===== src/inc/dca_pkg.sv =====
// shared constants, types and carriers of the dma channel arbiter
package dca_pkg;
  localparam int NCH = 8;
  localparam int CHW = 3;
  localparam int NLVL = 4;
  localparam int LVLW = 2;
  localparam int AW = 12;
  localparam int DW = 32;
  localparam logic [AW-1:0] OFS_CTRL = 12'h000;
  localparam logic [AW-1:0] OFS_CHEN = 12'h004;
  localparam logic [AW-1:0] OFS_SUSP = 12'h008;
  localparam logic [AW-1:0] OFS_RESUME = 12'h00c;
  localparam logic [AW-1:0] OFS_LVL = 12'h010;
  localparam logic [AW-1:0] OFS_PEND = 12'h014;
  localparam logic [AW-1:0] OFS_BUSY = 12'h018;
  localparam logic [AW-1:0] OFS_FLAG = 12'h01c;
  localparam logic [AW-1:0] OFS_MASK = 12'h020;
  localparam logic [AW-1:0] OFS_SWTRIG = 12'h024;
  localparam logic [AW-1:0] OFS_ACTIVE = 12'h028;
  localparam logic [NLVL-1:0] LVLEN_RST = 4'hf;
  localparam logic [NCH-1:0] CHEN_RST = 8'h00;
  localparam logic [NCH-1:0] MASK_RST = 8'h00;
  localparam logic [NCH*LVLW-1:0] LVL_RST = 16'h0000;
  typedef enum logic [1:0] {
    DCA_OUT_REQUEUE = 2'h0,
    DCA_OUT_WAIT = 2'h1,
    DCA_OUT_SUSPEND = 2'h2,
    DCA_OUT_DISABLE = 2'h3
  } dca_outcome_t;
  typedef enum logic [1:0] {
    DCA_ST_IDLE = 2'b00,
    DCA_ST_GRANT = 2'b01,
    DCA_ST_RUN = 2'b11
  } dca_state_t;
  typedef struct packed {
    logic valid;
    logic first;
    logic [CHW-1:0] ch;
  } dca_grant_t;
  typedef struct packed {
    logic valid;
    dca_outcome_t outcome;
  } dca_done_t;
  typedef struct packed {
    logic psel;
    logic penable;
    logic pwrite;
    logic [AW-1:0] paddr;
    logic [DW-1:0] pwdata;
  } dca_apb_req_t;
  typedef struct packed {
    logic pready;
    logic pslverr;
    logic [DW-1:0] prdata;
  } dca_apb_rsp_t;
endpackage


===== src/hw/dca_apb.sv =====
// apb slave handshake: one wait-free access phase, registered answer
`timescale 1ns/10ps
module dca_apb (
  input wire logic core_clk,
  input wire logic rst,
  input wire dca_pkg::dca_apb_req_t req,
  input wire logic hit,
  input wire logic [dca_pkg::DW-1:0] rd_data,
  output dca_pkg::dca_apb_rsp_t rsp,
  output logic wr_commit
);
  wire setup = req.psel && !req.penable && !rsp.pready;

  always_ff @(posedge core_clk or posedge rst) begin
    if (rst) begin
      rsp <= '0;
    end else if (setup) begin
      rsp.pready <= 1'b1;
      rsp.pslverr <= !hit;
      rsp.prdata <= (hit && !req.pwrite) ? rd_data : '0;
    end else begin
      rsp <= '0;
    end
  end

  // writes land only at the edge where pready is seen high
  assign wr_commit = req.psel && req.penable && req.pwrite &&
    rsp.pready && !rsp.pslverr;
endmodule


===== src/hw/dca_pick.sv =====
// priority pick among queued channels: highest enabled level, lowest index
`timescale 1ns/10ps
module dca_pick (
  input wire logic [dca_pkg::NCH-1:0] queued,
  input wire logic [dca_pkg::NCH*dca_pkg::LVLW-1:0] lvl,
  input wire logic [dca_pkg::NLVL-1:0] lvl_en,
  output logic found,
  output logic [dca_pkg::CHW-1:0] idx
);
  // returns {found, index} of the lowest set bit
  function automatic logic [dca_pkg::CHW:0] lowest_set(
    input logic [dca_pkg::NCH-1:0] m);
    logic [dca_pkg::CHW:0] r;
    r = '0;
    for (int i = dca_pkg::NCH - 1; i >= 0; i--) begin
      if (m[i]) begin
        r = {1'b1, i[dca_pkg::CHW-1:0]};
      end
    end
    return r;
  endfunction

  logic [dca_pkg::CHW:0] lvl_hit [dca_pkg::NLVL];

  for (genvar l = 0; l < dca_pkg::NLVL; l++) begin : g_lvl
    logic [dca_pkg::NCH-1:0] in_lvl;
    for (genvar c = 0; c < dca_pkg::NCH; c++) begin : g_ch
      assign in_lvl[c] = queued[c] && lvl_en[l] &&
        (lvl[c*dca_pkg::LVLW +: dca_pkg::LVLW] == dca_pkg::LVLW'(l));
    end
    assign lvl_hit[l] = lowest_set(in_lvl);
  end

  // higher level number wins
  always_comb begin
    found = 1'b0;
    idx = '0;
    for (int l = 0; l < dca_pkg::NLVL; l++) begin
      if (lvl_hit[l][dca_pkg::CHW]) begin
        found = 1'b1;
        idx = lvl_hit[l][dca_pkg::CHW-1:0];
      end
    end
  end
endmodule


===== src/hw/dca_top.sv =====
// dma channel arbiter: pending/busy bookkeeping, grant and apb registers
//
// The register addresses and the APB interface to the registers are this design's own decisions.
`timescale 1ns/10ps
// Overview of operation
// - arbiter picks one active channel from the queued pending ones
// - granting a channel clears its pending flag
// - first burst of a request sets busy, kept through later bursts
// - after bursts: requeue, wait for trigger, suspend or disable
// - a requeued channel keeps its busy flag set
// - waiting, suspended or disabled channel gets busy cleared
// - suspending removes from queue but pending flag stays
// - resuming puts the channel back into the queue
// - disabling a pending channel removes it and clears pending
// - each channel has one of four priority levels
// - higher enabled level number wins arbitration
module dca_top (
  input wire logic core_clk,
  input wire logic rst,
  input wire dca_pkg::dca_apb_req_t apb_req,
  output dca_pkg::dca_apb_rsp_t apb_rsp,
  input wire logic [dca_pkg::NCH-1:0] chan_trig,
  input wire dca_pkg::dca_done_t burst_done,
  output dca_pkg::dca_grant_t grant,
  output logic irq
);
  localparam int NCH = dca_pkg::NCH;
  localparam int CHW = dca_pkg::CHW;

  dca_pkg::dca_state_t state_reg;
  dca_pkg::dca_grant_t grant_reg;
  logic [CHW-1:0] active_ch_reg;
  logic [dca_pkg::NLVL-1:0] lvl_en_reg;
  logic [NCH*dca_pkg::LVLW-1:0] lvl_reg;
  logic [NCH-1:0] chen_reg;
  logic [NCH-1:0] chen_next;
  logic [NCH-1:0] susp_reg;
  logic [NCH-1:0] susp_next;
  logic [NCH-1:0] pend_reg;
  logic [NCH-1:0] pend_next;
  logic [NCH-1:0] busy_reg;
  logic [NCH-1:0] busy_next;
  logic [NCH-1:0] flag_reg;
  logic [NCH-1:0] flag_next;
  logic [NCH-1:0] mask_reg;
  logic irq_reg;
  logic wr_commit;
  logic pick_found;
  logic [CHW-1:0] pick_idx;

  // address decode
  wire [dca_pkg::AW-1:0] addr = apb_req.paddr;
  wire [NCH-1:0] wdata = apb_req.pwdata[NCH-1:0];
  wire sel_ctrl = addr == dca_pkg::OFS_CTRL;
  wire sel_chen = addr == dca_pkg::OFS_CHEN;
  wire sel_susp = addr == dca_pkg::OFS_SUSP;
  wire sel_resume = addr == dca_pkg::OFS_RESUME;
  wire sel_lvl = addr == dca_pkg::OFS_LVL;
  wire sel_pend = addr == dca_pkg::OFS_PEND;
  wire sel_busy = addr == dca_pkg::OFS_BUSY;
  wire sel_flag = addr == dca_pkg::OFS_FLAG;
  wire sel_mask = addr == dca_pkg::OFS_MASK;
  wire sel_swtrig = addr == dca_pkg::OFS_SWTRIG;
  wire sel_active = addr == dca_pkg::OFS_ACTIVE;
  wire addr_hit = sel_ctrl || sel_chen || sel_susp || sel_resume ||
    sel_lvl || sel_pend || sel_busy || sel_flag || sel_mask ||
    sel_swtrig || sel_active;

  wire wr_ctrl = wr_commit && sel_ctrl;
  wire wr_chen = wr_commit && sel_chen;
  wire wr_susp = wr_commit && sel_susp;
  wire wr_resume = wr_commit && sel_resume;
  wire wr_lvl = wr_commit && sel_lvl;
  wire wr_flag = wr_commit && sel_flag;
  wire wr_mask = wr_commit && sel_mask;
  wire wr_swtrig = wr_commit && sel_swtrig;

  // read mux; write-only trigger register reads zero
  wire [dca_pkg::DW-1:0] rd_data =
    sel_ctrl ? {28'h0000000, lvl_en_reg} :
    sel_chen ? {24'h000000, chen_reg} :
    (sel_susp || sel_resume) ? {24'h000000, susp_reg} :
    sel_lvl ? {16'h0000, lvl_reg} :
    sel_pend ? {24'h000000, pend_reg} :
    sel_busy ? {24'h000000, busy_reg} :
    sel_flag ? {24'h000000, flag_reg} :
    sel_mask ? {24'h000000, mask_reg} :
    sel_active ? {24'h000000, 1'b0, (state_reg != dca_pkg::DCA_ST_IDLE),
      state_reg, 1'b0, active_ch_reg} :
    32'h00000000;

  dca_apb u_apb (
    .core_clk(core_clk),
    .rst(rst),
    .req(apb_req),
    .hit(addr_hit),
    .rd_data(rd_data),
    .rsp(apb_rsp),
    .wr_commit(wr_commit)
  );

  // channels that are pending, enabled and not suspended stand in the queue
  wire [NCH-1:0] queued = pend_reg & chen_reg & ~susp_reg;

  dca_pick u_pick (
    .queued(queued),
    .lvl(lvl_reg),
    .lvl_en(lvl_en_reg),
    .found(pick_found),
    .idx(pick_idx)
  );

  wire st_idle = state_reg == dca_pkg::DCA_ST_IDLE;
  wire st_run = state_reg == dca_pkg::DCA_ST_RUN;
  wire do_grant = st_idle && pick_found;
  wire do_done = st_run && burst_done.valid;
  wire [NCH-1:0] trig_all = chan_trig | (wr_swtrig ? wdata : '0);
  wire [NCH-1:0] grant_vec = do_grant ? (NCH'(1) << pick_idx) : '0;
  wire [NCH-1:0] done_vec = do_done ? (NCH'(1) << active_ch_reg) : '0;
  wire out_requeue = burst_done.outcome == dca_pkg::DCA_OUT_REQUEUE;
  wire out_susp = burst_done.outcome == dca_pkg::DCA_OUT_SUSPEND;
  wire out_dis = burst_done.outcome == dca_pkg::DCA_OUT_DISABLE;

  // per-channel bookkeeping; pending and flag sets follow their clears, busy is set before it is cleared, and the channel-enable mask on pending is applied last
  always_comb begin
    chen_next = wr_chen ? wdata : chen_reg;
    susp_next = susp_reg;
    if (wr_susp) begin
      susp_next = susp_next | wdata;
    end
    if (wr_resume) begin
      susp_next = susp_next & ~wdata;
    end
    pend_next = pend_reg & ~grant_vec;
    busy_next = busy_reg | grant_vec;
    flag_next = wr_flag ? (flag_reg & ~wdata) : flag_reg;
    if (do_done) begin
      unique case (burst_done.outcome)
        dca_pkg::DCA_OUT_REQUEUE: begin
          pend_next = pend_next | done_vec;
        end
        dca_pkg::DCA_OUT_WAIT: begin
          busy_next = busy_next & ~done_vec;
        end
        dca_pkg::DCA_OUT_SUSPEND: begin
          busy_next = busy_next & ~done_vec;
          susp_next = susp_next | done_vec;
        end
        dca_pkg::DCA_OUT_DISABLE: begin
          busy_next = busy_next & ~done_vec;
          chen_next = chen_next & ~done_vec;
        end
      endcase
      if (!out_requeue) begin
        flag_next = flag_next | done_vec;
      end
    end
    pend_next = pend_next | (trig_all & chen_reg & ~susp_reg);
    pend_next = pend_next & chen_next;
  end

  always_ff @(posedge core_clk or posedge rst) begin
    if (rst) begin
      chen_reg <= dca_pkg::CHEN_RST;
      susp_reg <= '0;
      pend_reg <= '0;
      busy_reg <= '0;
      flag_reg <= '0;
    end else begin
      chen_reg <= chen_next;
      susp_reg <= susp_next;
      pend_reg <= pend_next;
      busy_reg <= busy_next;
      flag_reg <= flag_next;
    end
  end

  always_ff @(posedge core_clk or posedge rst) begin
    if (rst) begin
      lvl_en_reg <= dca_pkg::LVLEN_RST;
      lvl_reg <= dca_pkg::LVL_RST;
      mask_reg <= dca_pkg::MASK_RST;
    end else begin
      if (wr_ctrl) begin
        lvl_en_reg <= apb_req.pwdata[dca_pkg::NLVL-1:0];
      end
      if (wr_lvl) begin
        lvl_reg <= apb_req.pwdata[NCH*dca_pkg::LVLW-1:0];
      end
      if (wr_mask) begin
        mask_reg <= wdata;
      end
    end
  end

  // grant sequencer; the engine runs one channel's bursts at a time
  always_ff @(posedge core_clk or posedge rst) begin
    if (rst) begin
      state_reg <= dca_pkg::DCA_ST_IDLE;
      grant_reg <= '0;
      active_ch_reg <= '0;
    end else begin
      grant_reg.valid <= 1'b0;
      unique case (state_reg)
        dca_pkg::DCA_ST_IDLE: begin
          if (do_grant) begin
            state_reg <= dca_pkg::DCA_ST_GRANT;
            grant_reg.valid <= 1'b1;
            grant_reg.first <= !busy_reg[pick_idx];
            grant_reg.ch <= pick_idx;
            active_ch_reg <= pick_idx;
          end
        end
        dca_pkg::DCA_ST_GRANT: begin
          state_reg <= dca_pkg::DCA_ST_RUN;
        end
        dca_pkg::DCA_ST_RUN: begin
          if (burst_done.valid) begin
            state_reg <= dca_pkg::DCA_ST_IDLE;
          end
        end
        default: begin
          state_reg <= dca_pkg::DCA_ST_IDLE;
        end
      endcase
    end
  end

  // level interrupt, registered so the pin has no decode glitches
  always_ff @(posedge core_clk or posedge rst) begin
    if (rst) begin
      irq_reg <= 1'b0;
    end else begin
      irq_reg <= |(flag_next & mask_reg);
    end
  end

  assign grant = grant_reg;
  assign irq = irq_reg;

  // checks
  wire [NCH-1:0] hold_vec = pend_reg & susp_reg & chen_reg;
  wire [NCH-1:0] resumed_vec = hold_vec & wdata;
  wire [dca_pkg::LVLW-1:0] pick_lvl =
    lvl_reg[pick_idx*dca_pkg::LVLW +: dca_pkg::LVLW];
endmodule


===== config.mk =====
export PLATFORM = sky130hd
export DESIGN_NAME = dca_top
export DESIGN_NICKNAME = d
export VERILOG_FILES = /design/src/inc/dca_pkg.sv /design/src/hw/dca_apb.sv /design/src/hw/dca_pick.sv /design/src/hw/dca_top.sv
export SDC_FILE = /design/constraint.sdc
export NUM_CORES = 1
export LEC_CHECK = 0
export ABC_CLOCK_PERIOD_IN_PS = 5700
export BUFFER_PORTS_ARGS = -buffer_cell sky130_fd_sc_hd__buf_2
export CORE_UTILIZATION = 60
export CTS_BUF_LIST = sky130_fd_sc_hd__clkbuf_4 sky130_fd_sc_hd__clkbuf_8
export DETAILED_ROUTE_END_ITERATION = 8
export HOLD_SLACK_MARGIN = 0.03
export PLACE_DENSITY = 0.95
export SKIP_CTS_REPAIR_TIMING = 1
export SLEW_MARGIN = 0
export SYNTH_ARGS = -nofsm -noshare
export SYNTH_HDL_FRONTEND = slang
export SYNTH_SLANG_ARGS = --single-unit

===== constraint.sdc =====
create_clock -name core_clk -period 5.7 [get_ports core_clk]
set_clock_uncertainty 0.05 [all_clocks]
set_input_delay 0 -clock core_clk [delete_from_list [all_inputs] [get_ports core_clk]]
set_output_delay 0 -clock core_clk [all_outputs]
set_load 0.005 [all_outputs]

==> metrics <==
die area=about 9600 um^2; cell family with most CP delay=simple AND/OR/NAND/NOR gates; post-route ant nets=0; Final setup viols=0; nets=roughly 730; Max Root-Sink Buffers=2; period utilization=0.626; CP max FO=11; Inst Count DP=around 740; flop-to-flop setup slack=approximately 2.1 ns; max reg flops=18; area occupied by registers=between 2000 and 2500 um^2; CP bufs+invs=1; initial antenna violation count=0; Port Buffers=67; slew of the pin with the lowest slew margin=~1.0 ns; Avg WL per Cell=around 23 um; Starting Density=0.626; DIE HEIGHT=97.9 um; Synth top area share=0.408; Worst Hold Class=primary input to flop; share of cells above drive strength 1=0.212; post-layout min period=3.57 ns; WP data arrival=approximately 3.8 ns; total negative slack=0 ns; Ys Warns=0; Area Growth Syn to Fin=14.5%; critical path cell sequence=and4b_1, and3b_1, nor4b_2, nand4_2, o31ai_2, nor3_1, inv_1, o31ai_1, a21boi_1; io pins=100; Netlist cell types=68; switching power=359 uW; synth top area cells=dfrtp_1 41%, mux2_2 5.3%, a21oi_1 4.4%, nand2_1 3.8%, mux2i_1 3.3%; Reg clk slew, reported paths=about 0.11 ns; Worst slew margin=0.329; CP Capture Type=flop; DR DRC count=4; Synth async-reset ratio=1.00; final wirelength=between 15000 and 20000 um; Pint=approximately 900 uW; fillers=roughly 670; reg2reg path depth=9; drt first pass iters=8; die span in x=between 90 and 100 um; hpwl dp=12700 um; top_reg_cell synth=dfrtp_1; part of the power in registers=0.553; vias in the first global route=5283; Crit Path Category=flop to flop; Clock Power Share=0.375; top-count cell post-synth=dfrtp_1; combinational share of power=0.071; endpoints failing hold=2; failing checks=DRC, hold timing; Diodes inserted=0; H-tree Lvls=3; max cap viols=0; syn avg cell area=about 9.5 um^2; VDD IR max=roughly 150 uV; biggest area consumer among synthesized cells=dfrtp_1; Post-synth top cells=90 x dfrtp_1, 56 x nand2_1, 49 x a21oi_1, 35 x nor2_1, 26 x mux2_2; Final Non-Filler Cells=just under 800; outcome=finished, violations left; Placer Congestion=1.03; RSZ-0062 raised after global routing=false; All-Layer GR Usage=0.378; Cell Area, Synth=approximately 5500 um^2; Syn Inst Count=580; iteration-0 DRC count of the detailed router=~710; clk sink count=between 90 and 100; switch share=0.288; Slew Limit Fails=0; CTS tree=done; register area share after synthesis=0.427; Worst path depth=9; GRT overflow=0; slowest stage delay, CP=about 0.89 ns; via count=around 5500; CP required=5.96 ns; Critical Path End=pend_reg[7]; Pwr Density=just under 200 nW/um^2; worst hold slack=-0.00787 ns; Root Buffer=clkbuf_8; clock latency at the later pin of the worst-skew pair=about 0.39 ns; crit path launch type=flop; CP startpoint=susp_reg[4]; post-place setup slack=2.33 ns; Multi-input gate area=roughly 2900 um^2; CORE AREA=8810 um^2; first-pass GRT wire length=about 28000 um; largest net degree at the start of global routing=75; fmax=around 0.28 GHz; cts bufs inserted=9; CP max stage cell=o31ai_2; EDFF count, synth=0; Site Rows=34; Setup WS post-layout=2.13 ns; synthesized flop and latch total=94; Reg-to-Reg Start=susp_reg[4]; reg-to-reg critical path endpoint=pend_reg[7]; DR vias/cell=~7.0; Pleak=between 0.002 and 0.003 uW
-- power groups by stage --
stage	Sequential, uW	Clock [uW]	Combinational, uW
5_1_grt	691	493	97.3
3_5_place_dp	702	0	73.5
6_report	690	468	89.1
3_3_place_gp	701	0	70.4
2_1_floorplan	695	0	45.8
4_1_cts	689	463	73.8
-- through the flow --
step / total power, uW / cell area [um^2] / util
2_1_floorplan: 741 / 5570 / -
3_3_place_gp: 771 / 5850 / 0.665
3_5_place_dp: 775 / 5850 / 0.665
4_1_cts: 1230 / 6070 / 0.689
5_1_grt: 1280 / 6320 / 0.718
6_report: 1250 / 6320 / 0.718
-- cell families after synthesis --
logic type      Yosys count  share of synthesized area
buf+inv                  50                     0.0490
compound gates          152                      0.187
other cells               1                   0.000680
simple gates            239                      0.251
flops                    94                      0.427
mux                      44                     0.0857
-- cell usage in the layout, fill, tap and decap left out, drive strengths merged, types with 5 or more instances in the layout --
| cell | Yosys | routed |
|---|---|---|
| a21oi | 49 | 49 |
| a22o | 5 | 5 |
| or4 | 5 | 5 |
| a221oi | 8 | 8 |
| dfrtp | 90 | 90 |
| nand2 | 56 | 56 |
| and3 | 8 | 8 |
| nor2 | 37 | 37 |
| a22oi | 9 | 9 |
| nand3b | 8 | 8 |
| buf | 25 | 70 |
| a21boi | 5 | 5 |
| and2 | 10 | 10 |
| a222oi | 6 | 6 |
| a21o | 8 | 8 |
| nor3b | 5 | 5 |
| dlygate4sd3 | 0 | 25 |
| and4b | 9 | 9 |
| nand2b | 7 | 7 |
| conb | 1 | 16 |
| a31oi | 9 | 9 |
| o21ai | 20 | 20 |
| nor4 | 9 | 9 |
| inv | 15 | 16 |
| clkinv | 0 | 6 |
| mux2 | 26 | 26 |
| nand3 | 24 | 24 |
| clkbuf | 10 | 9 |
| nand4 | 13 | 13 |
| nor3 | 14 | 14 |
| nor4b | 9 | 9 |
| or2 | 9 | 9 |
| o21a | 5 | 5 |
| mux2i | 18 | 18 |
-- worst register-to-register path, delay by kind of cell (launching register included) --
family	cells	cell delay, ns
compound gates	3	1.17
buf+inv	1	0.25
flops	1	0.55
simple gates	5	1.47
-- worst min path at each step --
stage	startpoint	end	slack [ns]	cells past startpoint
after global placement	rst	lvl_reg[12]	-0.09	2
after global routing	burst_done[0]	susp_reg[1]	0.03	3
final	burst_done[0]	susp_reg[0]	-0.008	3
after CTS	rst	lvl_reg[12]	-0.50	2
after floorplan	apb_req[13]	lvl_reg[13]	0.07	2
after detailed placement	rst	lvl_reg[12]	-0.08	2
-- metal layers --
metal  up-vias  global-route usage  share of wire
met2       433               0.594           0.47
met4         0               0.221          0.053
met1      2600               0.484           0.37
li1       2341                   -              -
met3        92              0.0780           0.11
met5         -                   0              0
-- cell type report --
class,count,area share
multi-input combinational,451,0.466
inverter,15,0.00911
timing repair buffer,95,0.0962
clock buffer,9,0.0196
clock inverter,7,0.0145
sequential,94,0.373
tap,108,0.0214
Power figures use the tool's default switching activity.
